==> config.mk <==
export PLATFORM = sky130hd
export DESIGN_NAME = eivs_top
export DESIGN_NICKNAME = d
export VERILOG_FILES = /design/src/common/eivs_pkg.sv /design/src/design/eivs_pc_group.sv /design/src/design/eivs_sync.sv /design/src/design/eivs_top.sv
export VERILOG_INCLUDE_DIRS = /design/src /design/src/common
export SDC_FILE = /design/constraint.sdc
export NUM_CORES = 1
export LEC_CHECK = 0
export ABC_AREA = 1
export BUFFER_PORTS_ARGS = -buffer_cell sky130_fd_sc_hd__buf_2
export CAP_MARGIN = 10
export CORE_MARGIN = 2
export CORE_UTILIZATION = 30
export CTS_CLUSTER_DIAMETER = 30
export DETAILED_ROUTE_END_ITERATION = 8
export SKIP_CTS_REPAIR_TIMING = 1
export SLEW_MARGIN = 15
export SYNTH_ARGS = -nofsm -noshare
export SYNTH_HDL_FRONTEND = slang
export SYNTH_SLANG_ARGS = --single-unit
==> constraint.sdc <==
create_clock -name pclk -period 2.2 [get_ports pclk]
set_input_delay 0.66 -clock pclk [delete_from_list [all_inputs] [get_ports pclk]]
set_output_delay 0.66 -clock pclk [all_outputs]
set_load 0.1 [all_outputs]
==> src/common/eivs_regs.svh <==
// Register offsets, field positions, reset values and timing counts.
// Assumes inclusion by bare name from package or design files.
`ifndef EIVS_REGS_SVH
`define EIVS_REGS_SVH
// Byte addresses on the APB slave
// Control register sits at word index 0x35; byte address is four times it
`define EIVS_MCU_CONTROL_IDX 12'h035
`define EIVS_MCU_CONTROL_ADDR 12'h0D4
`define EIVS_SENSE_CTRL_ADDR 12'h040
`define EIVS_IRQ_MASK_ADDR 12'h044
`define EIVS_IRQ_FLAGS_ADDR 12'h048
`define EIVS_PC_MASK0_ADDR 12'h04C
`define EIVS_PC_MASK1_ADDR 12'h050
`define EIVS_PC_MASK2_ADDR 12'h054
`define EIVS_PC_MASK3_ADDR 12'h058
`define EIVS_STATUS_ADDR 12'h05C
// Field positions
`define EIVS_ARM_BIT 0
`define EIVS_SEL_BIT 1
`define EIVS_PULLUP_BIT 4
`define EIVS_DEBUG_BIT 7
`define EIVS_EXT_BIT 0
`define EIVS_PC0_BIT 4
// Reset values
`define EIVS_RESET_BYTE 8'h00
// Arm window length in cycles
`define EIVS_ARM_CYCLES 3'h4
`endif

==> src/common/eivs_pkg.sv <==
// Types shared by the external interrupt block.
// Assumes the register header sits in the include path.
package eivs_pkg;
    // Sense select encodings
    typedef enum logic [1:0] {
        EIVS_LOW_LEVEL,
        EIVS_ANY_CHANGE,
        EIVS_FALLING,
        EIVS_RISING
    } eivs_sense_type;
    // Vector move sequencer states
    typedef enum logic [1:0] {
        EIVS_IDLE,
        EIVS_ARMED,
        EIVS_HOLD
    } eivs_move_type;
endpackage

==> src/design/eivs_pc_group.sv <==
// One pin change group: mask, change detect, pending request.
// Assumes synchronised pin inputs.
`timescale 1ns/1ps
module eivs_pc_group (
    input wire logic pclk,
    input wire logic presetn,
    input wire logic [7:0] pins,
    input wire logic [7:0] mask,
    input wire logic flag_clear,
    output logic flag
);
    // Previous pin values and pending flag
    typedef struct packed {
        logic [7:0] last;
        logic pend;
    } eivs_pcg_state_type;
    eivs_pcg_state_type state, next_state;
    logic change;
    // Any enabled toggling input sets the flag; set wins over clear
    always_comb begin
        change = |((pins ^ state.last) & mask);
        next_state.last = pins;
        next_state.pend = change | (state.pend & ~flag_clear);
    end
    // Register state
    always_ff @(posedge pclk or negedge presetn) begin
        if (!presetn) begin
            state <= '0;
        end else begin
            state <= next_state;
        end
    end
    assign flag = state.pend;
endmodule

==> src/design/eivs_sync.sv <==
// Two flop synchroniser for one asynchronous level.
// Assumes the input may change at any time relative to pclk.
`timescale 1ns/1ps
module eivs_sync (
    input wire logic pclk,
    input wire logic presetn,
    input wire logic async_in,
    output logic sync_out
);
    // Stage pair; only the second stage is read outside
    typedef struct packed {
        logic first;
        logic second;
    } eivs_sync_state_type;
    eivs_sync_state_type state, next_state;
    // Shift the level through both stages
    always_comb begin
        next_state.first = async_in;
        next_state.second = state.first;
    end
    // Register stages
    always_ff @(posedge pclk or negedge presetn) begin
        if (!presetn) begin
            state <= '0;
        end else begin
            state <= next_state;
        end
    end
    assign sync_out = state.second;
endmodule

==> src/design/eivs_top.sv <==
// External interrupt logic with vector table move control and APB slave.
// Assumes a core that gives global enable, handler acknowledges and
// the executing region; pins arrive asynchronously and are synchronised.
//
// Local design decision: the APB register port.
`timescale 1ns/1ps
`include "eivs_regs.svh"
// What this block does
// - Block interrupts from arm until after next instruction
// - Unwritten arm releases block after four cycles
// - Blocking leaves global enable flag untouched
// - Lock bits suppress interrupts from other region
// - Placement picks flash zero or boot base
// - Arm bit self clears after four cycles
// - Pins as outputs still raise interrupts
// - Groups one and zero watch inputs 15-0
// - Pin change detection clocked after synchroniser, wake included
// - Low level requests while pin low
// - Edges and low level both need clock via synchroniser
// - Vanished wake level raises no interrupt
// - Dedicated interrupt needs global and mask
// - Sample pin before edge detection
// - Sense select picks level, change, fall, rise
// - Mask bit 7 enables group three
// - Mask bit 6 enables group two
// - Mask bit 5 enables group one
// - Mask bit 4 enables group zero
// - Mask bit 0 enables dedicated interrupt
// - Pending flags set on trigger, clear on ack
// - Dedicated flag reads zero in level mode
module eivs_top (
    input wire logic pclk,
    input wire logic presetn,
    input wire logic psel,
    input wire logic penable,
    input wire logic pwrite,
    input wire logic [11:0] paddr,
    input wire logic [31:0] pwdata,
    output logic [31:0] prdata,
    output logic pready,
    output logic pslverr,
    input wire logic ext_irq_pin,
    input wire logic [30:0] pin_change_inputs,
    input wire logic global_irq_enable,
    input wire logic instr_done,
    input wire logic exec_in_boot,
    input wire logic boot_lock_app_bit,
    input wire logic boot_lock_boot_bit,
    input wire logic [15:0] boot_base_addr,
    input wire logic [4:0] irq_ack,
    output logic [4:0] irq_request,
    output logic irq_blocked,
    output logic [15:0] vector_base,
    output logic wake_request,
    output logic pullup_global_off,
    output logic debug_port_disable
);
    import eivs_pkg::*;

    // All registered state of the block
    typedef struct packed {
        logic debug_off;
        logic pullup_off;
        logic sel;
        logic arm;
        logic [2:0] arm_cnt;
        eivs_move_type move;
        logic [1:0] sense;
        logic [7:0] mask;
        logic [7:0] pcm0;
        logic [7:0] pcm1;
        logic [7:0] pcm2;
        logic [6:0] pcm3;
        logic ext_last;
        logic ext_pend;
        logic [31:0] rdata;
        logic [4:0] req;
        logic [15:0] vbase;
    } eivs_state_type;
    eivs_state_type state, next_state;

    logic ext_sync; // Synchronised dedicated pin
    logic ext_low_sync; // Synchronised pin low; reset means idle high
    logic [30:0] pc_sync; // Synchronised pin change inputs
    logic [3:0] pc_flag; // Pin change pending flags
    logic [3:0] pc_clear; // Clear strobes for pin change flags
    logic wr_en; // Write access phase
    logic rd_en; // Read setup phase; loads data for the access phase
    logic addr_ok; // Address hits a register
    logic ext_trig; // Dedicated pin trigger in current mode
    logic region_block; // Lock bit suppression
    logic [7:0] flags_view; // Flag register as read

    // Synchronise every asynchronous pin before any flag logic
    eivs_sync u_ext_sync (
        .pclk(pclk),
        .presetn(presetn),
        .async_in(~ext_irq_pin),
        .sync_out(ext_low_sync)
    );
    // Inverted path so a reset synchroniser shows an idle high pin
    assign ext_sync = ~ext_low_sync;
    genvar gi;
    generate
        for (gi = 0; gi < 31; gi++) begin : g_pcsync
            eivs_sync u_pc_sync (
                .pclk(pclk),
                .presetn(presetn),
                .async_in(pin_change_inputs[gi]),
                .sync_out(pc_sync[gi])
            );
        end
    endgenerate

    // Pin change groups 0..3; pins set as outputs still feed back
    eivs_pc_group u_pcg0 (
        .pclk(pclk),
        .presetn(presetn),
        .pins(pc_sync[7:0]),
        .mask(state.pcm0),
        .flag_clear(pc_clear[0]),
        .flag(pc_flag[0])
    );
    eivs_pc_group u_pcg1 (
        .pclk(pclk),
        .presetn(presetn),
        .pins(pc_sync[15:8]),
        .mask(state.pcm1),
        .flag_clear(pc_clear[1]),
        .flag(pc_flag[1])
    );
    eivs_pc_group u_pcg2 (
        .pclk(pclk),
        .presetn(presetn),
        .pins(pc_sync[23:16]),
        .mask(state.pcm2),
        .flag_clear(pc_clear[2]),
        .flag(pc_flag[2])
    );
    eivs_pc_group u_pcg3 (
        .pclk(pclk),
        .presetn(presetn),
        .pins({1'b0, pc_sync[30:24]}),
        .mask({1'b0, state.pcm3}),
        .flag_clear(pc_clear[3]),
        .flag(pc_flag[3])
    );

    // Bus decode; slave answers with no wait state
    assign wr_en = psel & penable & pwrite;
    assign rd_en = psel & ~penable & ~pwrite;
    always_comb begin
        case (paddr)
            `EIVS_MCU_CONTROL_ADDR, `EIVS_SENSE_CTRL_ADDR,
            `EIVS_IRQ_MASK_ADDR, `EIVS_IRQ_FLAGS_ADDR,
            `EIVS_PC_MASK0_ADDR, `EIVS_PC_MASK1_ADDR,
            `EIVS_PC_MASK2_ADDR, `EIVS_PC_MASK3_ADDR,
            `EIVS_STATUS_ADDR: addr_ok = 1'b1;
            default: addr_ok = 1'b0;
        endcase
    end

    // Flag view with dedicated flag hidden in level mode
    assign flags_view = {pc_flag[3], pc_flag[2], pc_flag[1], pc_flag[0],
        3'h0, state.ext_pend & (state.sense != EIVS_LOW_LEVEL)};

    // Dedicated pin trigger from sampled level
    always_comb begin
        case (eivs_sense_type'(state.sense))
            EIVS_LOW_LEVEL: ext_trig = ~ext_sync;
            EIVS_ANY_CHANGE: ext_trig = ext_sync ^ state.ext_last;
            EIVS_FALLING: ext_trig = state.ext_last & ~ext_sync;
            EIVS_RISING: ext_trig = ~state.ext_last & ext_sync;
            default: ext_trig = 1'b0;
        endcase
    end

    // Vectors in boot area and app lock, or the converse
    assign region_block = (state.sel & ~exec_in_boot & boot_lock_app_bit)
        | (~state.sel & exec_in_boot & boot_lock_boot_bit);

    // Clear strobes: handler entry or write of one
    always_comb begin
        pc_clear = irq_ack[4:1];
        if (wr_en && paddr == `EIVS_IRQ_FLAGS_ADDR) begin
            pc_clear = pc_clear | pwdata[7:4];
        end
    end

    // Next state for registers, move sequencer and requests
    always_comb begin
        next_state = state;
        next_state.ext_last = ext_sync;
        // Level mode keeps flag clear; the live level drives the request
        if (state.sense == EIVS_LOW_LEVEL) begin
            next_state.ext_pend = 1'b0;
        end else if (ext_trig) begin
            next_state.ext_pend = 1'b1;
        end else if (irq_ack[0] || (wr_en &&
            paddr == `EIVS_IRQ_FLAGS_ADDR && pwdata[`EIVS_EXT_BIT])) begin
            next_state.ext_pend = 1'b0;
        end
        // Vector move sequencer
        case (state.move)
            EIVS_IDLE: begin
                next_state.arm_cnt = 3'h0;
            end
            EIVS_ARMED: begin
                next_state.arm_cnt = state.arm_cnt + 3'h1;
                if (state.arm_cnt + 3'h1 >= `EIVS_ARM_CYCLES) begin
                    next_state.arm = 1'b0;
                    next_state.move = EIVS_IDLE;
                end
            end
            EIVS_HOLD: begin
                // Keep blocking until the next instruction retires
                if (instr_done) begin
                    next_state.move = EIVS_IDLE;
                end
            end
            default: next_state.move = EIVS_IDLE;
        endcase
        // Register writes
        if (wr_en) begin
            case (paddr)
                `EIVS_MCU_CONTROL_ADDR: begin
                    next_state.debug_off = pwdata[`EIVS_DEBUG_BIT];
                    next_state.pullup_off = pwdata[`EIVS_PULLUP_BIT];
                    if (state.arm && !pwdata[`EIVS_ARM_BIT]) begin
                        next_state.sel = pwdata[`EIVS_SEL_BIT];
                        next_state.arm = 1'b0;
                        next_state.move = EIVS_HOLD;
                    end else if (pwdata[`EIVS_ARM_BIT]) begin
                        next_state.arm = 1'b1;
                        next_state.arm_cnt = 3'h0;
                        next_state.move = EIVS_ARMED;
                    end
                end
                `EIVS_SENSE_CTRL_ADDR: next_state.sense = pwdata[1:0];
                `EIVS_IRQ_MASK_ADDR: next_state.mask = pwdata[7:0];
                `EIVS_PC_MASK0_ADDR: next_state.pcm0 = pwdata[7:0];
                `EIVS_PC_MASK1_ADDR: next_state.pcm1 = pwdata[7:0];
                `EIVS_PC_MASK2_ADDR: next_state.pcm2 = pwdata[7:0];
                `EIVS_PC_MASK3_ADDR: next_state.pcm3 = pwdata[6:0];
                default: ;
            endcase
        end
        // Read data register, loaded at the setup edge so it stands
        // through the access phase
        next_state.rdata = 32'h0;
        if (rd_en) begin
            case (paddr)
                `EIVS_MCU_CONTROL_ADDR: next_state.rdata[7:0] =
                    {state.debug_off, 2'h0, state.pullup_off, 2'h0,
                     state.sel, state.arm};
                `EIVS_SENSE_CTRL_ADDR: next_state.rdata[1:0] = state.sense;
                `EIVS_IRQ_MASK_ADDR: next_state.rdata[7:0] =
                    state.mask & 8'hF1;
                `EIVS_IRQ_FLAGS_ADDR: next_state.rdata[7:0] = flags_view;
                `EIVS_PC_MASK0_ADDR: next_state.rdata[7:0] = state.pcm0;
                `EIVS_PC_MASK1_ADDR: next_state.rdata[7:0] = state.pcm1;
                `EIVS_PC_MASK2_ADDR: next_state.rdata[7:0] = state.pcm2;
                `EIVS_PC_MASK3_ADDR: next_state.rdata[6:0] = state.pcm3;
                `EIVS_STATUS_ADDR: next_state.rdata[4:0] = state.req;
                default: ;
            endcase
        end
        // Requests: enable bit and global flag, gated by blocking;
        // level mode uses the synchronised live level so a vanished
        // wake level gives no request
        next_state.req[0] = state.mask[`EIVS_EXT_BIT] & global_irq_enable
            & (state.sense == EIVS_LOW_LEVEL ? ~ext_sync
               : state.ext_pend);
        next_state.req[4:1] = pc_flag & state.mask[7:4]
            & {4{global_irq_enable}};
        if (irq_blocked) begin
            next_state.req = 5'h0;
        end
        // Vector start address
        next_state.vbase = state.sel ? boot_base_addr : 16'h0000;
    end

    // Block interrupts while armed, holding, or region locked
    assign irq_blocked = (state.move != EIVS_IDLE) | region_block;

    // Register all state
    always_ff @(posedge pclk or negedge presetn) begin
        if (!presetn) begin
            state <= '0;
        end else begin
            state <= next_state;
        end
    end

    // Outputs
    assign prdata = state.rdata;
    assign pready = psel & penable;
    assign pslverr = psel & penable & ~addr_ok;
    assign irq_request = state.req;
    assign vector_base = state.vbase;
    assign wake_request = ~ext_sync | (|pc_flag);
    assign pullup_global_off = state.pullup_off;
    assign debug_port_disable = state.debug_off;

    // Assertions
    a_arm_selfclear: assert property (@(posedge pclk) disable iff (!presetn)
        $rose(state.arm) |-> ##[1:4] !state.arm)
        else $error("arm bit did not clear in four cycles");
    a_arm_blocks: assert property (@(posedge pclk) disable iff (!presetn)
        state.arm |-> irq_blocked)
        else $error("interrupts not blocked while armed");
    a_sel_guard: assert property (@(posedge pclk) disable iff (!presetn)
        !$past(state.arm) && !$past(wr_en) |-> $stable(state.sel))
        else $error("placement changed without arm");
    a_vector_base: assert property (@(posedge pclk) disable iff (!presetn)
        !$past(state.sel) |-> vector_base == 16'h0000)
        else $error("vector base not zero");
    a_global_gate: assert property (@(posedge pclk) disable iff (!presetn)
        !$past(global_irq_enable) |-> irq_request == 5'h0)
        else $error("request without global enable");
    a_level_flag: assert property (@(posedge pclk) disable iff (!presetn)
        state.sense == EIVS_LOW_LEVEL |-> flags_view[0] == 1'b0)
        else $error("level mode flag not zero");
    a_level_req: assert property (@(posedge pclk) disable iff (!presetn)
        state.sense == EIVS_LOW_LEVEL && state.mask[0] && global_irq_enable
        && !ext_sync && !irq_blocked |=> irq_request[0])
        else $error("low level gave no request");
    a_block_release: assert property (@(posedge pclk) disable iff (!presetn)
        state.move == EIVS_ARMED |-> ##[1:4] state.move != EIVS_ARMED)
        else $error("arm window too long");
    c_move: cover property (@(posedge pclk) disable iff (!presetn)
        state.move == EIVS_HOLD ##[1:4] state.move == EIVS_IDLE);
    c_pc0: cover property (@(posedge pclk) disable iff (!presetn)
        irq_request[1]);
    c_edge: cover property (@(posedge pclk) disable iff (!presetn)
        state.sense == EIVS_FALLING && irq_request[0]);
endmodule

==> results by stage <==
Timing:
- The smallest clock period supported by the final layout is computed as 2.312 ns.
- The total count of hold-check failures in the final report is 0.
- Across all hold checks on the routed design, the worst slack comes to 0.1784 ns.
- The maximum clock frequency is 0.4325 GHz.
- The total count of max-transition violations in the final report is 0.
- Setup repair after global routing could not meet its margin everywhere.
- In this run the tightest slew margin relative to its limit is 64.77%.
- At the pin with the least slew margin, the transition time is 0.5321 ns.
- Setup total negative slack on the finished layout was measured at -0.1120 ns.
- The slack of the critical path is -0.1120 ns.
- The worst clock skew is 0.01111 ns.
- The final critical path takes up 105.1% of the cycle.
- Setup violations remaining at the end of the flow were counted as 1.

Logic synthesis:
- The portion of the post-synthesis area used by sequential elements is 61.45%.
- After synthesis, the most frequently instantiated cells are 177 x dfrtp_1, 175 x nand2_1, 61 x inv_1, 54 x buf_4, 53 x nor2_1.
- The synthesized instance count is 717.
- For this run, the number of Yosys warnings is 0.
- The number of synthesized register bits is 177.
- The netlist area before placement is 0.007208 sq mm.
- Among all flip-flop cells after synthesis, the most frequent one is dfrtp_1.
- The cell taking the most area after synthesis is dfrtp_1.
- By area the synthesized netlist is led by dfrtp_1 61%, nand2_1 9.1%, buf_4 5.6%.
- The async set-or-reset flop fraction in the synthesized netlist is 100.0%.
- The number of enable-type register cells in the synthesized netlist is 0.
- The count of different cell masters after synthesis is 37.
- In the post-synthesis netlist, the cell with the most instances is dfrtp_1.
- A synthesized cell averages 10.05 sq um.
- The area share of the largest cell type after synthesis is 61.45%.

Layout:
- The area occupied by multi-input gates is 0.002205 sq mm.
- Summing all flip-flop and latch instances after layout gives 0.004429 sq mm.
- For this run, the post-layout net count is 963.
- Of the cells placed in the final design, the portion with a size suffix greater than 1 is 29.45%.
- Excluding fillers, the count of instances in the completed layout stands at 1186.
- The layout has 2379 filler cells.
- Cells fill 37.85% of the core in the end.
- Relative to the synthesized area, the layout overhead comes to 23.61%.
- Summing all non-filler instances in the final layout gives an area of 0.008910 sq mm.

Floorplanning:
- The placeable core region is 0.02354 sq mm.
- The horizontal die dimension is 159.0 um.
- 166 I/O pins were placed.
- The floorplan row count is 56.
- Once the floorplan was initialized, standard cells occupied 30.62% of the core.
- The floorplan step set the die height to 159.0 um.
- The die outline area is 0.02528 sq mm.

Power:
- The reported leakage power is 4.546 nW.
- The power density of the placed cells is 800.3 mW/mm^2.
- The peak supply drop is 0.5035 mV.
- The overall power is 7.130 mW.

Placed design:
- The standard cell area after detailed placement is 0.008173 sq mm.
- The HPWL after detailed placement is 12510 um.
- The routability congestion estimate from global placement is 0.9002.
- The total of buffers placed on input and output ports is 117.
- The number of placed instances, taps included, is 1148.
- The worst-case setup slack after placement is -0.1400 ns.

Setup path:
- Traced cell by cell, the critical path runs through buf_4 -> inv_2 -> nand2_4 -> nor2_2 -> nand3_1 -> nand4_1 -> nor3_4 -> buf_12.
- STA classifies the critical path endpoint as an output port.
- The type of the worst setup path is input pin to output port.
- The arrival time reported for the critical path endpoint is 1.65 ns.
- The slowest stage of the critical path is the nor3_4 cell.
- The capturing element of the worst setup path is pslverr.
- The delay contributed by the slowest stage of the critical path is 0.24 ns.
- The worst setup path startpoint is paddr[7].
- The top fanout value on the critical path is 3.
- The worst register-to-register path begins at state[94].
- The critical register-to-register path endpoint is prdata[0].
- The worst register-to-register path has a setup slack of 0.86 ns.
- The startpoint type of the worst setup path is an input pin.
- The worst register-to-register path has a depth of 6.
- The required time at the worst-slack endpoint is 1.54 ns.

Detailed routing:
- In this run the remaining antenna-violating nets after routing total 0.
- The total number of vias is 5019.
- The number of DRC violations after detailed routing is 0.
- The count of TritonRoute iterations in the first routing pass is 5.
- The final wirelength is 16380 um.
- In the final routed layout, each cell accounts on average for 13.81 um.
- The number of vias per cell is 4.232.
- The number of design-rule violations left by the first detailed-router iteration is 312.

Run status:
- The run finished, with violations left.
- The checks that failed: negative setup slack.

Clock network:
- The clock tree from TritonCTS is built.
- The number of sinks driven by the clock tree is 177.
- After clock tree synthesis, the clock-pin slew on the worst setup and hold paths is 0.06 ns.
- The number of buffers created by CTS is 17.
- The clock tree root buffer cell is clkbuf_16.
- The H-tree depth is 4.
- The clock reaches the later pin of the worst-skew pair after 0.43 ns.
- Counting along the longest clock path gives a buffer depth of 2.

Global routing:
- For this run the aggregate overflow at the end of global routing stands at 0.
- The via count of the first global-routing pass was 4893.
- The global-route usage over all layers is 13.16%.
- The maximum number of pins on one net before global-route repair is 49.
- The number of antenna violations at the first check in global routing is 1.
- The global-route wire length before repair is 25920 um.

Run:
- The number of maximum-capacitance violations is 0.

Worst hold path:
- The min-delay analysis places its worst path in the category input pin to async pin.
-- metal layers --
metal	track usage (%)	part of all wire [%]
met5	0	0
met4	4.628	1.7
met3	2.996	5.0
met2	21.26	49
met1	17.48	45
-- placed cells by master (no fill, tap or decap), types with 9 or more instances in the layout --
cell,n
nand2_2,10
o21ai_1,18
clkbuf_16,17
nor2_4,9
nand3_1,36
o21ai_0,22
nand2_1,172
conb_1,24
xor2_1,9
buf_2,106
inv_1,59
a21oi_1,13
o21ai_2,15
buf_4,37
nor2_1,50
dfrtp_1,177
-- registers in the layout (all words and copies together), names as in the netlist --
signal / cells
u_pcg0.flag: 1
u_pcg3.flag: 1
state: 47
u_pcg1.state: 8
u_pcg2.flag: 1
u_pcg1.flag: 1
u_pcg3.state: 7
g_pcsync.u_pc_sync.sync_out: 31
irq_request: 5
u_pcg0.state: 8
u_ext_sync.sync_out: 1
vector_base: 16
g_pcsync.u_pc_sync.next_state: 31
debug_port_disable: 1
u_pcg2.state: 8
pullup_global_off: 1
prdata: 8
u_ext_sync.next_state: 1
-- worst max-delay path, delay by kind of cell --
family	cells	cell delay (ns)
simple gates	5	0.63
buf+inv	3	0.36
-- power breakdown --
group | leakage, nW | internal, mW | switching, mW
sequential | 2.21 | 3.36 | 0.0490
clock | 0.298 | 1.66 | 1.38
combinational | 2.04 | 0.157 | 0.524
-- worst min path at each step --
stage	from	slack, ns	to
global route	presetn	0.20	g_pcsync[27].u_pc_sync.next_state[0]
CTS	presetn	0.19	g_pcsync[29].u_pc_sync.sync_out
finish	presetn	0.18	g_pcsync[27].u_pc_sync.next_state[0]
global placement	u_ext_sync.next_state[0]	0.33	u_ext_sync.sync_out
detailed placement	g_pcsync[28].u_pc_sync.next_state[0]	0.33	g_pcsync[28].u_pc_sync.sync_out
floorplan	g_pcsync[0].u_pc_sync.next_state[0]	0.33	g_pcsync[0].u_pc_sync.sync_out
-- area by class of cell --
class                      instances  share of cell area [%]
sequential                       177                   49.71
multi-input combinational        434                   24.74
timing repair buffer             154                   11.19
clock buffer                      19                   4.971
tap                              319                   4.480
inverter                          69                   3.005
clock inverter                    13                   1.868
antenna                            1                 0.02809
-- cells by family after synthesis --
| kind of cell | after synthesis | synth area share, % |
|---|---|---|
| AO/OA/AOI/OAI | 79 | 6.666 |
| XOR/XNOR | 9 | 1.094 |
| adder cells (fa/ha/maj) | 3 | 0.5208 |
| buffers and inverters | 129 | 10.02 |
| flip-flops | 177 | 61.45 |
| other | 1 | 0.05202 |
| AND/OR/NAND/NOR | 319 | 20.20 |
Power figures use the tool's default switching activity.
